===== src/rtl/acc_pkg.sv =====
// Shared constants and carrier types of the calibration control block
package acc_pkg;

  // Register addresses on the serial register port
  localparam logic [14:0] ADDR_RUN_CTRL  = 15'h0061;
  localparam logic [14:0] ADDR_MODE_SEL  = 15'h0062;
  localparam logic [14:0] ADDR_OFFSET_REFERENCE_SELECT_SEL = 15'h0065;
  localparam logic [14:0] ADDR_AVG       = 15'h0068;
  localparam logic [14:0] ADDR_STATUS    = 15'h006a;

  // Values after reset
  localparam logic [7:0] RST_RUN_CTRL  = 8'h01;
  localparam logic [7:0] RST_MODE_SEL  = 8'h01;
  localparam logic [7:0] RST_OFFSET_REFERENCE_SELECT_SEL = 8'h01;
  localparam logic [7:0] RST_AVG       = 8'h61;

  // Field positions
  localparam int RUN_BIT    = 0;
  localparam int BGOS_BIT   = 3;
  localparam int FGOS_BIT   = 2;
  localparam int BG_BIT     = 1;
  localparam int FG_BIT     = 0;
  localparam int OFFSET_REFERENCE_SELECT_BIT  = 2;
  localparam int OSAVG_LSB  = 4;
  localparam int LINAVG_LSB = 0;
  localparam int DEPTH_W    = 3;
  localparam int FGDONE_BIT = 0;

  // Serial frame: read flag, 15 address bits, 8 data bits, MSB first
  localparam logic [4:0] SPI_ADDR_END  = 5'h0f;
  localparam logic [4:0] SPI_DATA_FIRST = 5'h10;
  localparam logic [4:0] SPI_FRAME_END = 5'h17;

  // Averaging: a phase lasts AVG_BASE << depth cycles
  localparam int AVG_BASE_DEF = 16;
  localparam int CNT_W        = 12;

  typedef struct packed {
    logic                 bgOs;
    logic                 fgOs;
    logic                 bg;
    logic                 fg;
    logic                 offset_reference_select;
    logic [DEPTH_W-1:0]   osAvg;
    logic [DEPTH_W-1:0]   linAvg;
  } acc_cfg_type;

  typedef struct packed {
    logic        valid;
    logic [14:0] addr;
    logic [7:0]  data;
  } acc_wr_type;

  typedef struct packed {
    logic calInReset;
    logic coreDivReset;
    logic linkDivReset;
    logic valuesClear;
    logic fgLinActive;
    logic fgOffsetActive;
    logic bgActive;
    logic bgOffsetActive;
    logic offsetRefSpare;
    logic fgDone;
  } acc_out_type;

endpackage


===== src/rtl/acc_cal_control.sv =====
// Calibration control: registers, calibration sequencer, divider resets
//
// Behaviour
// - Run bit 1 runs calibration, 0 holds it in reset; it resets to 1.
// - A cleared run bit also resets the core and serial link dividers.
// - Mode bit 3 enables background offset cal, only with background on.
// - Mode bit 2 enables foreground offset cal, only with foreground on.
// - Mode bit 1 enables background calibration and resets to 0.
// - Every start clears values, then mode bit 0 (reset 1) runs or skips foreground.
// - Reference bit 2 at 0 aims offset calibration at mid-code.
// - Reference bit 2 at 1, with mode bit 1 (background) on, matches each converter's offset to its spare.
// - Averaging bits 6:4, reset 6, set the offset routine depth.
// - Averaging bits 2:0, reset 1, set the linearity routine depth.
// - A done flag rises once foreground calibration ends or is skipped.
`timescale 1ns/1ps
module acc_cal_control
  import acc_pkg::*;
#(
  parameter int AVG_BASE = AVG_BASE_DEF
)(
  input  wire logic                clk_sys,
  input  wire logic                rst_n,
  input  wire logic                spiClk,
  input  wire logic                spiCsN,
  input  wire logic                spiSdi,
  output logic                     spiSdo,
  output logic                     spiSdoOe,
  output logic                     calInReset,
  output logic                     coreDivReset,
  output logic                     linkDivReset,
  output logic                     calValuesClear,
  output logic                     fgLinActive,
  output logic                     fgOffsetActive,
  output logic                     bgCalActive,
  output logic                     bgOffsetActive,
  output logic                     offsetRefSpare,
  output logic [DEPTH_W-1:0]       offsetAvgDepth,
  output logic [DEPTH_W-1:0]       linAvgDepth,
  output logic                     foregroundDoneFlag
);

  typedef enum logic [2:0] {
    ST_HOLD,
    ST_CLEAR,
    ST_FG_LIN,
    ST_FG_OS,
    ST_BG,
    ST_IDLE
  } acc_state_type;

  acc_wr_type    wrReq;
  logic [14:0]   rdAddr;
  logic [7:0]    rdData;
  logic [7:0]    runCtrl_reg,  runCtrl_next;
  logic [7:0]    modeSel_reg,  modeSel_next;
  logic [7:0]    osRefSel_reg, osRefSel_next;
  logic [7:0]    avg_reg,      avg_next;
  logic          runReg;
  acc_cfg_type   cfgLive;
  acc_state_type state_reg,    state_next;
  acc_cfg_type   cfg_reg,      cfg_next;
  logic [CNT_W-1:0] cnt_reg,   cnt_next;
  logic          fgDone_reg,   fgDone_next;
  logic          fgFinish;
  acc_out_type   out_reg,      out_next;

  // Phase length in cycles, minus one, for a given averaging depth
  function automatic logic [CNT_W-1:0] avgCycles(
    input logic [DEPTH_W-1:0] depth
  );
    avgCycles = CNT_W'((AVG_BASE << depth) - 1);
  endfunction

  acc_spi_port u_spi (
    .clk_sys  (clk_sys),
    .rst_n    (rst_n),
    .spiClk   (spiClk),
    .spiCsN   (spiCsN),
    .spiSdi   (spiSdi),
    .rdData   (rdData),
    .wrReq    (wrReq),
    .rdAddr   (rdAddr),
    .spiSdo   (spiSdo),
    .spiSdoOe (spiSdoOe)
  );

  // Register file; reserved bits are stored and read back as written
  always_comb begin
    runCtrl_next  = runCtrl_reg;
    modeSel_next  = modeSel_reg;
    osRefSel_next = osRefSel_reg;
    avg_next      = avg_reg;
    if (wrReq.valid) begin
      case (wrReq.addr)
        ADDR_RUN_CTRL:  runCtrl_next  = wrReq.data;
        ADDR_MODE_SEL:  modeSel_next  = wrReq.data;
        ADDR_OFFSET_REFERENCE_SELECT_SEL: osRefSel_next = wrReq.data;
        ADDR_AVG:       avg_next      = wrReq.data;
        default: ;
      endcase
    end
  end

  always_ff @(posedge clk_sys or negedge rst_n) begin
    if (!rst_n) begin
      runCtrl_reg  <= RST_RUN_CTRL;
      modeSel_reg  <= RST_MODE_SEL;
      osRefSel_reg <= RST_OFFSET_REFERENCE_SELECT_SEL;
      avg_reg      <= RST_AVG;
    end else begin
      runCtrl_reg  <= runCtrl_next;
      modeSel_reg  <= modeSel_next;
      osRefSel_reg <= osRefSel_next;
      avg_reg      <= avg_next;
    end
  end

  // Unmapped addresses read as zero
  always_comb begin
    rdData = 8'h00;
    case (rdAddr)
      ADDR_RUN_CTRL:  rdData = runCtrl_reg;
      ADDR_MODE_SEL:  rdData = modeSel_reg;
      ADDR_OFFSET_REFERENCE_SELECT_SEL: rdData = osRefSel_reg;
      ADDR_AVG:       rdData = avg_reg;
      ADDR_STATUS:    rdData = 8'(fgDone_reg) << FGDONE_BIT;
      default:        rdData = 8'h00;
    endcase
  end

  assign runReg         = runCtrl_reg[RUN_BIT];
  assign cfgLive.bgOs   = modeSel_reg[BGOS_BIT];
  assign cfgLive.fgOs   = modeSel_reg[FGOS_BIT];
  assign cfgLive.bg     = modeSel_reg[BG_BIT];
  assign cfgLive.fg     = modeSel_reg[FG_BIT];
  assign cfgLive.offset_reference_select  = osRefSel_reg[OFFSET_REFERENCE_SELECT_BIT];
  assign cfgLive.osAvg  = avg_reg[OSAVG_LSB +: DEPTH_W];
  assign cfgLive.linAvg = avg_reg[LINAVG_LSB +: DEPTH_W];

  // Calibration sequencer
  always_comb begin
    state_next  = state_reg;
    cfg_next    = cfg_reg;
    cnt_next    = cnt_reg;
    fgDone_next = fgDone_reg;
    fgFinish    = 1'b0;
    if (!runReg) begin
      state_next  = ST_HOLD;
      fgDone_next = 1'b0;
    end else begin
      unique case (state_reg)
        ST_HOLD: begin
          // Settings written while running wait for the next start
          cfg_next   = cfgLive;
          state_next = ST_CLEAR;
        end
        ST_CLEAR: begin
          if (cfg_reg.fg) begin
            state_next = ST_FG_LIN;
            cnt_next   = avgCycles(cfg_reg.linAvg);
          end else begin
            fgFinish = 1'b1;
          end
        end
        ST_FG_LIN: begin
          if (cnt_reg != '0) begin
            cnt_next = CNT_W'(cnt_reg - 1'b1);
          end else if (cfg_reg.fgOs) begin
            state_next = ST_FG_OS;
            cnt_next   = avgCycles(cfg_reg.osAvg);
          end else begin
            fgFinish = 1'b1;
          end
        end
        ST_FG_OS: begin
          if (cnt_reg != '0) begin
            cnt_next = CNT_W'(cnt_reg - 1'b1);
          end else begin
            fgFinish = 1'b1;
          end
        end
        ST_BG: ;
        ST_IDLE: ;
      endcase
      if (fgFinish) begin
        fgDone_next = 1'b1;
        state_next  = cfg_reg.bg ? ST_BG : ST_IDLE;
      end
    end
  end

  // Outputs are derived from next state so every port is a flop
  always_comb begin
    out_next                = '0;
    out_next.calInReset     = (state_next == ST_HOLD);
    out_next.coreDivReset   = ~runCtrl_next[RUN_BIT];
    out_next.linkDivReset   = ~runCtrl_next[RUN_BIT];
    out_next.valuesClear    = (state_next == ST_CLEAR);
    out_next.fgLinActive    = (state_next == ST_FG_LIN);
    out_next.fgOffsetActive = (state_next == ST_FG_OS);
    out_next.bgActive       = (state_next == ST_BG);
    out_next.bgOffsetActive = (state_next == ST_BG) && cfg_next.bgOs;
    // Spare reference is meaningless without background enabled (mode bit 1)
    out_next.offsetRefSpare = cfg_next.offset_reference_select && cfg_next.bg;
    out_next.fgDone         = fgDone_next;
  end

  always_ff @(posedge clk_sys or negedge rst_n) begin
    if (!rst_n) begin
      state_reg  <= ST_HOLD;
      cfg_reg    <= '0;
      cnt_reg    <= '0;
      fgDone_reg <= 1'b0;
      out_reg    <= '0;
    end else begin
      state_reg  <= state_next;
      cfg_reg    <= cfg_next;
      cnt_reg    <= cnt_next;
      fgDone_reg <= fgDone_next;
      out_reg    <= out_next;
    end
  end

  assign calInReset         = out_reg.calInReset;
  assign coreDivReset       = out_reg.coreDivReset;
  assign linkDivReset       = out_reg.linkDivReset;
  assign calValuesClear     = out_reg.valuesClear;
  assign fgLinActive        = out_reg.fgLinActive;
  assign fgOffsetActive     = out_reg.fgOffsetActive;
  assign bgCalActive        = out_reg.bgActive;
  assign bgOffsetActive     = out_reg.bgOffsetActive;
  assign offsetRefSpare     = out_reg.offsetRefSpare;
  assign offsetAvgDepth     = cfg_reg.osAvg;
  assign linAvgDepth        = cfg_reg.linAvg;
  assign foregroundDoneFlag = out_reg.fgDone;

  // Cycles spent in the current state, read only by the checks below
  logic [CNT_W-1:0] phaseCnt_reg;
  always_ff @(posedge clk_sys or negedge rst_n) begin
    if (!rst_n) begin
      phaseCnt_reg <= '0;
    end else if (state_next != state_reg) begin
      phaseCnt_reg <= '0;
    end else begin
      phaseCnt_reg <= CNT_W'(phaseCnt_reg + 1'b1);
    end
  end

  function automatic logic valuesClear_q();
    valuesClear_q = out_reg.valuesClear;
  endfunction
endmodule


===== src/rtl/acc_spi_port.sv =====
// Serial register port slave: synchronised pins, frame decode, read-back
`timescale 1ns/1ps
module acc_spi_port
  import acc_pkg::*;
(
  input  wire logic        clk_sys,
  input  wire logic        rst_n,
  input  wire logic        spiClk,
  input  wire logic        spiCsN,
  input  wire logic        spiSdi,
  input  wire logic [7:0]  rdData,
  output acc_wr_type       wrReq,
  output logic [14:0]      rdAddr,
  output logic             spiSdo,
  output logic             spiSdoOe
);

  // Pins come from another domain; stage one is read only by stage two
  logic [2:0]  syncA_reg;
  logic [2:0]  syncB_reg;
  logic        clkPrev_reg;
  logic [4:0]  bitCnt_reg,  bitCnt_next;
  logic [23:0] shift_reg,   shift_next;
  logic        rw_reg,      rw_next;
  logic [14:0] addr_reg,    addr_next;
  logic [7:0]  tx_reg,      tx_next;
  logic        sdo_reg,     sdo_next;
  logic        oe_reg,      oe_next;
  acc_wr_type  wr_reg,      wr_next;
  logic        sClk;
  logic        sCs;
  logic        sDi;
  logic        rise;
  logic        fall;

  assign sClk = syncB_reg[2];
  assign sCs  = ~syncB_reg[1];
  assign sDi  = syncB_reg[0];
  assign rise = sClk & ~clkPrev_reg;
  assign fall = ~sClk & clkPrev_reg;

  always_comb begin
    bitCnt_next = bitCnt_reg;
    shift_next  = shift_reg;
    rw_next     = rw_reg;
    addr_next   = addr_reg;
    tx_next     = tx_reg;
    sdo_next    = sdo_reg;
    wr_next     = '0;
    if (!sCs) begin
      bitCnt_next = '0;
      rw_next     = 1'b0;
    end else if (rise) begin
      shift_next  = {shift_reg[22:0], sDi};
      bitCnt_next = bitCnt_reg + 5'h01;
      if (bitCnt_reg == SPI_ADDR_END) begin
        rw_next   = shift_reg[14];
        addr_next = {shift_reg[13:0], sDi};
      end
      // A write takes effect only when the whole frame has arrived
      if (bitCnt_reg == SPI_FRAME_END && !rw_reg) begin
        wr_next.valid = 1'b1;
        wr_next.addr  = addr_reg;
        wr_next.data  = {shift_reg[6:0], sDi};
      end
    end else if (fall && rw_reg && bitCnt_reg >= SPI_DATA_FIRST) begin
      if (bitCnt_reg == SPI_DATA_FIRST) begin
        sdo_next = rdData[7];
        tx_next  = {rdData[6:0], 1'b0};
      end else begin
        sdo_next = tx_reg[7];
        tx_next  = {tx_reg[6:0], 1'b0};
      end
    end
    oe_next = sCs && rw_next && (bitCnt_next >= SPI_DATA_FIRST);
  end

  always_ff @(posedge clk_sys or negedge rst_n) begin
    if (!rst_n) begin
      syncA_reg   <= 3'h2;
      syncB_reg   <= 3'h2;
      clkPrev_reg <= 1'b0;
      bitCnt_reg  <= '0;
      shift_reg   <= '0;
      rw_reg      <= 1'b0;
      addr_reg    <= '0;
      tx_reg      <= '0;
      sdo_reg     <= 1'b0;
      oe_reg      <= 1'b0;
      wr_reg      <= '0;
    end else begin
      syncA_reg   <= {spiClk, spiCsN, spiSdi};
      syncB_reg   <= syncA_reg;
      clkPrev_reg <= sClk;
      bitCnt_reg  <= bitCnt_next;
      shift_reg   <= shift_next;
      rw_reg      <= rw_next;
      addr_reg    <= addr_next;
      tx_reg      <= tx_next;
      sdo_reg     <= sdo_next;
      oe_reg      <= oe_next;
      wr_reg      <= wr_next;
    end
  end

  assign wrReq    = wr_reg;
  assign rdAddr   = addr_reg;
  assign spiSdo   = sdo_reg;
  assign spiSdoOe = oe_reg;

endmodule


===== config.mk =====
export PLATFORM = sky130hd
export DESIGN_NAME = acc_cal_control
export DESIGN_NICKNAME = d
export VERILOG_FILES = /design/src/rtl/acc_pkg.sv /design/src/rtl/acc_cal_control.sv /design/src/rtl/acc_spi_port.sv
export SDC_FILE = /design/constraint.sdc
export NUM_CORES = 1
export LEC_CHECK = 0
export CAP_MARGIN = 5
export CORE_ASPECT_RATIO = 1.75
export CORE_MARGIN = 5
export CORE_UTILIZATION = 41
export CTS_BUF_LIST = sky130_fd_sc_hd__clkbuf_8
export DETAILED_ROUTE_END_ITERATION = 8
export DONT_BUFFER_PORTS = 1
export GPL_ROUTABILITY_DRIVEN = 0
export PLACE_DENSITY = 0.66
export SLEW_MARGIN = 10
export SYNTH_ARGS = -nofsm -noshare
export SYNTH_HDL_FRONTEND = slang
export SYNTH_SLANG_ARGS = --single-unit
export TNS_END_PERCENT = 100

===== constraint.sdc =====
create_clock -name clk_sys -period 2.08 [get_ports clk_sys]
set_input_delay 0.52 -clock clk_sys [delete_from_list [all_inputs] [get_ports clk_sys]]
set_output_delay 0.52 -clock clk_sys [all_outputs]
set_load 0.05 [all_outputs]

# After elaboration in Yosys (flattened, before gate mapping)
# Index checks and enable logic that the tools add are counted.
# Widths: inputs -> output; s select.
dict set report word_totals {
  ff_bits 144
  inputBits 5
  output_inout_bits 18
  wordCells 130
}
dict set report classes {
  add_sub_neg 4
  n_lt_le_gt_ge 2
  n_eq_ne 23
  shift 2
  n_mux 35
  n_bitwise 7
  reduce_logical 21
}
# cell n
set op_table {}
lappend op_table {{$eq 15x7->1 const B} 9}
lappend op_table {{$mux 24} 3}
lappend op_table {{$mux 12} 4}
lappend op_table {{$pmux 8 s5} 1}
lappend op_table {{$pmux 12 s3} 1}
lappend op_table {{$shl 5x3->12 const A} 2}
lappend op_table {{$sub 12x2->12 const B} 2}
lappend op_table {{$mux 11} 2}
lappend op_table {{$mux 3} 5}
lappend op_table {{$mux 1} 14}
lappend op_table {{$eq 3x2->1 const B} 4}
lappend op_table {{$reduce_and 2->1} 6}
lappend op_table {{$reduce_bool 12->1} 1}
lappend op_table {{$sub 12x1->12 const B} 1}
lappend op_table {{$eq 5x5->1 const B} 2}
lappend op_table {{$ge 5x5->1 const B} 2}
lappend op_table {{$mux 5} 2}
lappend op_table {{$pmux 3 s3} 1}
lappend op_table {{$mux 8} 1}
lappend op_table {{$logic_and 1x1->1} 7}
lappend op_table {{$eq 3x1->1 const B} 2}
lappend op_table {{$logic_not 3->1} 2}
lappend op_table {{$reduce_and 3->1} 2}
lappend op_table {{$add 5x1->5 const B} 1}
lappend op_table {{11 further kinds} 17}

# Longest topological paths before layout
# Gate-level depths: netlist of run 1.
dict set report depth {
  depth_word 8
  mapped_depth 8
  ltp_nobuf 7
}

# Modules after synthesis
# From an unflattened synthesis of run 1, not the netlist that was laid out.
dict set report hier_totals {
  hier_cells 514
  area_unflattened_um2 6417.4
}
# mod instances cells_each area_per_inst_um2 seq_area_each_um2
set modules_own_cells {}
lappend modules_own_cells {acc_cal_control 1 328 3547.2 1684.1}
lappend modules_own_cells {acc_spi_port 1 186 2870.3 1904.3}

# Worst setup path before layout of run 1
# OpenSTA, ideal clock, no wires.
dict set report synth_timing {
  path_kind {reg2reg}
  startpoint {reg cnt_reg[1]}
  endpoint {reg cnt_reg[8]}
  setup_ns 0.136
  t_arrival_ns 2.114
  required_ns 1.944
  slack_ns -0.170
  stages_incl_launch_ff 8
  n_path_buf 0
  period_less_slack_ns 2.250
  path_cell_list {dfrtp_1 -> inv_1 -> ha_1 -> or3b_2 -> nor4_2 -> a2111oi_0 -> a311oi_1 -> o22ai_2}
}
dict set report synth_between {
  elab_chain_len 3
  elab_cells_between_ends 8
  classes_between {add/sub: 1; eq/ne: 2; mux: 3; reduce/logical: 2}
}
# item line
set synth_lines {}
lappend synth_lines {{start, declared} acc_cal_control.sv:62} ;# logic [CNT_W-1:0] cnt_reg, cnt_next;
lappend synth_lines {{start signal, assigned} acc_cal_control.sv:218} ;# cnt_reg <= cnt_next;
lappend synth_lines {{$sub 12x1->12 / $reduce_bool 12->1 (equally long branches)} --}
lappend synth_lines {{$mux 12, or another cell as far along} acc_cal_control.sv:176} ;# if (cnt_reg != '0) begin
lappend synth_lines {{$pmux 12 s3 / $reduce_and 5->1 (equally long branches)} --}
# Parallel ways exist; a longest one is shown, timed or not. The select of a mux whose other input is x is not followed.
# A chain may end at the register's enable or synchronous reset.

# Final worst setup path of run 1
dict set report layout_timing {
  startpoint {reg cnt_reg[0]}
  endpoint {reg cnt_reg[10]}
}
# Same word-level chain as after synthesis.

==> results of run 1 <==
## cell usage after synthesis (all sizes together) (3+ instances only)
cell / n
buf: 19
o21ai: 26
nor3b: 4
nor3: 10
inv: 14
o31ai: 4
mux2: 72
a22oi: 3
nor2b: 6
or4: 3
nand4: 4
nand2: 27
nand2b: 3
a211oi: 3
a221oi: 8
a31oi: 7
and2: 26
mux2i: 3
nor4bb: 3
dfstp: 8
dfrtp: 135
ha: 5
nand3: 8
a22o: 8
clkbuf: 14
nor4: 9
a21oi: 22
nor2: 45
## routing by layer
| metal | share of wire [%] | track usage (%) | vias to the layer above |
|---|---|---|---|
| li1 | - | - | 2002 |
| met1 | 36 | 15.6 | 2185 |
| met2 | 57 | 29.2 | 95 |
| met3 | 2.6 | 3.27 | 40 |
| met4 | 4.2 | 7.29 | 0 |
| met5 | 0 | 0 | - |
## layout make-up
cell class | instances | area [um^2]
fillers | 1349 | 7880
flip-flops and latches | 143 | 3590
clock inverters | 11 | 119
inverters | 14 | 52.6
well taps | 186 | 233
multi-input cells | 341 | 2590
clock buffers | 19 | 262
repair buffers | 65 | 508
## power breakdown
part,internal [mW],switching (mW)
Sequential,2.87,0.0734
Clock,1.11,1.01
Combinational,0.0726,0.0380
## final timing paths
check	slack, ns	depth (start not counted)	end	start
worst max-delay path	-0.08	8	cnt_reg[10]	cnt_reg[0]
worst min-delay path	-0.23	0	cnt_reg[2]	rst_n
worst max register to register	-0.08	8	cnt_reg[10]	cnt_reg[0]
worst min register to register	0.35	0	u_spi.syncB_reg[0]	u_spi.syncA_reg[0]
max in group asynchronous	2.01	0	avg_reg[6]	rst_n
min in group clk_sys	0.08	0	u_spi.syncA_reg[1]	spiCsN
## what timing repair did
| item | 4_1_cts | 5_1_grt |
|---|---|---|
| setup buffers | 4 | 4 |
| endpoints found under the setup margin | 13 | 23 |
| cloned | 0 | 1 |
| gates resized for setup | 15 | 14 |
| endpoints found under the hold margin | 143 | 143 |
| pin swaps | 4 | 3 |
## critical path, delay by kind of cell, from the launching register on
kind	cells	cell delay, ns
AND/OR/NAND/NOR	2	0.85
adder cells (fa/ha/maj)	1	0.13
flip-flops	1	0.40
buffers and inverters	2	0.23
AO/OA/AOI/OAI	3	0.45
## logic make-up (layout without fill, tap and decap cells)
group                    after synthesis  after routing  share of synthesized area [%]
buffers and inverters                 47            109                           3.72
flip-flops                           143            143                           56.8
adder cells (fa/ha/maj)                5              5                          0.990
AND/OR/NAND/NOR                      159            159                           13.8
multiplexers                          75             75                           13.3
XOR/XNOR                               3              3                          0.416
AO/OA/AOI/OAI                         99             99                           11.0
==> impl_summary.log, run 1 <==
[metrics] CTS Buffer Depth: 2
[metrics] antenna-violating nets left: 0
[metrics] cell area after synthesis: 6320 um^2
[metrics] post-route DRC violation count: 0
[metrics] Required @ worst endpoint: between 2 and 2.5 ns
[metrics] commonest cells after routing, fill and taps aside: sky130_fd_sc_hd__dfrtp_1 (135), sky130_fd_sc_hd__mux2_2 (72), sky130_fd_sc_hd__buf_4 (62)
[metrics] starting density of the core: 41.5%
[metrics] #FFs+latches synth: 143
[metrics] Layout Cell Area excl Fill: about 7400 um^2
[metrics] dominant register cell in the synthesized netlist: sky130_fd_sc_hd__dfrtp_1
[metrics] CTS tree: done
[metrics] TritonCTS Sinks: 143
[metrics] flip-flop count of the largest register, all copies and words added: 24
[metrics] Synth async-reset ratio: 100%
[metrics] non-filler instance count after layout: 779
[metrics] final wirelength: 13,600 um
[metrics] CORE AREA: 15,200 um^2
[metrics] wire per inst: about 17 um
[metrics] count of input and output buffers: 0
[metrics] share of Yosys cell area claimed by the top area cell type: between 50% and 60%
[metrics] Cells after Synth: 531
[metrics] maximum achievable frequency: roughly 460 MHz
[metrics] instance count after placement with tap cells included: 740
[metrics] DP Wirelength: roughly 9600 um
[metrics] violated checks: hold timing, setup timing
[metrics] setup repair after global routing missed its margin: true
[metrics] main area contributors after synthesis: sky130_fd_sc_hd__dfrtp_1 (53%), sky130_fd_sc_hd__mux2_2 (13%), sky130_fd_sc_hd__dfstp_2 (3.3%)
[metrics] worst min-delay path class: input pin to asynchronous set/reset pin
[metrics] area of the die: roughly 18,000 um^2
[metrics] area delta synth->final: 16.4%
[metrics] Max H-tree Level: 4
[metrics] number of ports placed on the die boundary: 23
[metrics] detailed router's first-iteration violation count: 248
[metrics] number of synthesized flops with an enable pin: 0
[metrics] vias per std cell: 5.55
[metrics] Final Core Density: 48.3%
[metrics] Final #Nets: around 600
[metrics] global-route wire length before repair: 22,700 um
[metrics] Max-cap violations: 0
[metrics] number of nets in the synthesized netlist: approximately 540
[metrics] drt first pass iters: 5
[metrics] maximum vdd ir drop: 518 uV
[metrics] mean instance size in the synthesized netlist: 11.9 um^2
[metrics] outcome: complete, but fails checks
[metrics] Max Clock Skew: ~0.012 ns
[metrics] post-route worst hold slack: -0.228 ns
[metrics] largest net degree at the start of global routing: 144
[metrics] width of the die: 104 um
[metrics] hold violation count in the final report: 140
[metrics] number of setup violations in the final report: 10
[metrics] Worst Path Arrival: 2.51 ns
[metrics] PnR worst setup slack: -0.0827 ns
[metrics] slew at the pin closest to its max-slew limit: about 0.54 ns
[metrics] Num CTS Buffers: 17
[metrics] height of the die: 174 um
[metrics] cell with the biggest individual delay on the critical path: sky130_fd_sc_hd__or3_4
[metrics] Worst Setup Slack post-DPL: -0.195 ns
[metrics] Slew headroom: 64.3%
[metrics] Period minus WS final: between 2 and 2.5 ns
[metrics] total global routing track utilization: around 15%
[metrics] fraction of final layout cells sized beyond drive strength 1: 35.1%
[metrics] power density normalized to cell area: 702 nW/um^2
[metrics] Cell Area, Placed: between 6000 and 7000 um^2
[metrics] root buf cell: sky130_fd_sc_hd__clkbuf_8
[metrics] via count of the first global-routing pass: 4,584
[metrics] worst-path maximum fanout: 13
[metrics] biggest area consumer among synthesized cells: sky130_fd_sc_hd__dfrtp_1
[metrics] via count: roughly 4,300
[metrics] Setup CP Type: flip-flop to flip-flop
[metrics] number of different library cells in the post-synthesis netlist: 66
[metrics] total power: about 5.2 mW
[metrics] clock transition at the registers of the reported paths: 0.08 ns
[metrics] share of the yosys chip area belonging to registers: 56.8%
[metrics] ordered list of cells on the worst path: inv_2 -> ha_4 -> or3b_4 -> or3_4 -> o21ai_4 -> buf_12 -> o22ai_2 -> a32oi_1
[metrics] final number of max-transition violations: 0
[metrics] Worst-Skew Late Latency: approximately 0.43 ns
[metrics] post-route clock period utilization: 104%
[metrics] number of core rows: 60
[metrics] total inserted antenna cells: 0
[metrics] number of warnings reported in the yosys synthesis log: 0
[metrics] initial antenna violation count: 0
[metrics] crit end category: flip-flop
[metrics] grt total ovfl: 0
[metrics] final sum of negative setup slack: -0.358 ns
[metrics] Worst Setup Start Kind: flip-flop
[metrics] Max stage delay on crit path: 0.45 ns
[metrics] most common cell after layout, fill and taps aside: sky130_fd_sc_hd__dfrtp_1
[metrics] static leakage power: 3.46 nW
No activity file was read; power rests on OpenSTA's default activity.
==> run 2: changes to the inputs <==
--- a/config.mk
+++ b/config.mk
@@ -14,6 +14,7 @@
 export DONT_BUFFER_PORTS = 1
 export GPL_ROUTABILITY_DRIVEN = 0
 export PLACE_DENSITY = 0.66
+export SETUP_SLACK_MARGIN = 0.4
 export SLEW_MARGIN = 10
 export SYNTH_ARGS = -nofsm -noshare
 export SYNTH_HDL_FRONTEND = slang
==> run 2 against run 1 <==
The run still ends with hold timing, setup timing left; global-route usage rose by 0.70 points; fmax rose by 0.92%; clock power rose by 4%; routed wire length rose by 10%; critical endpoint is now cnt_reg[2].
==> impl_summary.log, run 2 (synthesis gave the netlist of run 1 again) <==
[metrics] outcome: complete, but fails checks
[metrics] violated checks: hold timing, setup timing
[metrics] power density normalized to cell area: between 600 and 700 nW/um^2
[metrics] fraction of final layout cells sized beyond drive strength 1: ~47%
[metrics] maximum vdd ir drop: 534 uV
[metrics] Multi-input gate area: roughly 3100 um^2
[metrics] static leakage power: 3.90 nW
[metrics] vias per std cell: 5.59
[metrics] slew at the pin closest to its max-slew limit: 0.579 ns
[metrics] number of core rows: 60
[metrics] Slew headroom: 61.0%
[metrics] number of cells on the worst reg-to-reg path: 9
[metrics] post-route clock period utilization: 103%
[metrics] fraction of met2 tracks used by global routing: 31.3%
[metrics] Final #Nets: ~620
[metrics] area delta synth->final: 30.9%
[metrics] fraction of met3 tracks used by global routing: 3.72%
[metrics] CORE AREA: around 15,000 um^2
[metrics] height of the die: between 150 and 200 um
[metrics] CTS Buffer Depth: 2
[metrics] worst-path maximum fanout: 4
[metrics] number of setup violations in the final report: 10
[metrics] Layout Cell Area excl Fill: 8270 um^2
[metrics] drt first pass iters: 4
[metrics] post-route worst hold slack: -0.239 ns
[metrics] flip-flop count of the largest register, all copies and words added: 24
[metrics] maximum achievable frequency: approximately 470 MHz
[metrics] Max stage delay on crit path: 0.40 ns
[metrics] most common cell after layout, fill and taps aside: sky130_fd_sc_hd__dfrtp_1
[metrics] reg-to-reg setup timing slack: -0.06 ns
[metrics] Max-cap violations: 0
[metrics] cell with the biggest individual delay on the critical path: sky130_fd_sc_hd__dfrtp_1
[metrics] via count of the first global-routing pass: 4,848
[metrics] Worst Path Arrival: ~2.5 ns
[metrics] Setup CP Type: flip-flop to flip-flop
[metrics] worst min-delay path class: input pin to asynchronous set/reset pin
[metrics] antenna-violating nets left: 0
[metrics] TritonCTS Sinks: 143
[metrics] ordered list of cells on the worst path: inv_2 -> ha_4 -> or3b_4 -> buf_6 -> nor4_4 -> buf_4 -> nor2_2 -> a211o_2 -> nand2_1
[metrics] Cell Area, Placed: 6920 um^2
[metrics] via count: 4,516
[metrics] Max H-tree Level: 4
[metrics] number of ports placed on the die boundary: 23
[metrics] clock transition at the registers of the reported paths: 0.09 ns
[metrics] starting density of the core: 41.5%
[metrics] Worst Setup Start Kind: flip-flop
[metrics] top cell family by delay on the critical path: simple AND/OR/NAND/NOR gates
[metrics] wire per inst: 18.6 um
[metrics] area of the die: 18,100 um^2
[metrics] width of the die: 104 um
[metrics] stages on the worst setup path: 9
[metrics] final number of max-transition violations: 0
[metrics] crit path buf inv count: 3
[metrics] total power: 5.29 mW
[metrics] count of input and output buffers: 0
[metrics] post-route DRC violation count: 0
[metrics] total global routing track utilization: approximately 16%
[metrics] PnR worst setup slack: -0.0631 ns
[metrics] Period minus WS final: between 2 and 2.5 ns
[metrics] hold violation count in the final report: 141
[metrics] peak-usage layer in the global routing report: met2
[metrics] root buf cell: sky130_fd_sc_hd__clkbuf_8
[metrics] Required @ worst endpoint: around 2.5 ns
[metrics] met1 Resource Use GR: between 10% and 20%
[metrics] commonest cells after routing, fill and taps aside: sky130_fd_sc_hd__dfrtp_1 (131), sky130_fd_sc_hd__buf_4 (64), sky130_fd_sc_hd__mux2_4 (47)
[metrics] crit end category: flip-flop
[metrics] setup repair after global routing missed its margin: true
[metrics] detailed router's first-iteration violation count: between 200 and 250
[metrics] DP Wirelength: between 9000 and 10,000 um
[metrics] global-route wire length before repair: 23,600 um
[metrics] CTS tree: done
[metrics] largest net degree at the start of global routing: 144
[metrics] sequential standard cell area: 3590 um^2
[metrics] Worst-Skew Late Latency: 0.44 ns
[metrics] total inserted antenna cells: 0
[metrics] final wirelength: ~15,000 um
[metrics] Num CTS Buffers: 17
[metrics] grt total ovfl: 0
[metrics] fillers: 1,226
[metrics] initial antenna violation count: 0
[metrics] Max Clock Skew: 0.0150 ns
==> run 2: changes by cell type in the layout (fill, tap and decap cells not counted), sizes merged <==
cell      before  now
buf           65   92
clkbuf        19   18
clkinv         5    6
clkinvlp       3    2
inv           15   18
==> run 2: what timing repair did <==
action,in CTS,in global routing
pin swaps,18,30
setup buffers,16,14
hold endpoints to repair,143,143
gates cloned,2,1
gates resized for setup,63,108
setup endpoints to repair,80,112
==> run 2: final timing paths <==
path,start,to
max,cnt_reg[0],cnt_reg[2]
min in group clk_sys,spiCsN,u_spi.syncA_reg[1]
min,rst_n,fgOffsetActive
max reg2reg,cnt_reg[0],cnt_reg[2]
min reg2reg,u_spi.syncA_reg[1],u_spi.syncB_reg[1]
max in group asynchronous,rst_n,avg_reg[6]
==> run 2: power breakdown <==
| part | switching, mW | leakage (nW) | total [mW] | internal, mW |
|---|---|---|---|---|
| registers | 0.0852 | 1.93 | 2.95 | 2.86 |
| logic | 0.0443 | 1.78 | 0.133 | 0.0891 |
| clock network | 1.09 | 0.202 | 2.20 | 1.11 |
| total | 1.22 | 3.90 | 5.29 | 4.07 |
==> run 2: area by class of cell <==
type,count,area share [%]
multi-input combinational,341,38.0
tap,186,2.81
timing repair buffer,92,10.2
sequential,143,43.4
clock buffer,18,3.00
inverter,14,0.635
clock inverter,14,1.91
==> run 2: metrics by stage <==
stage	std cells	setup WS [ns]	util, %	setup TNS [ns]
after floorplan	531	-0.0263	-	-0.146
after global placement	743	-0.0326	45.4	-0.0915
after detailed placement	743	-0.0959	45.4	-0.833
after CTS	793	-0.0436	50.7	-0.279
after global routing	808	-0.152	54.3	-1.30
final	808	-0.0631	54.3	-0.288
==> run 2: metal layers <==
metal / wire length, um / vias up
met2: 8960 / 115
met1: 5020 / 2293
met3: 471 / 48
met5: 0 / -
li1: - / 2060
met4: 555 / 0
==> run 2: worst reg2reg max path: cells and delay by family (launching register included) <==
kind            cells  cell delay [ns]
buf+inv             3             0.42
compound gates      1             0.29
simple gates        4             0.84
flops               1             0.40
fa+ha+maj           1             0.14
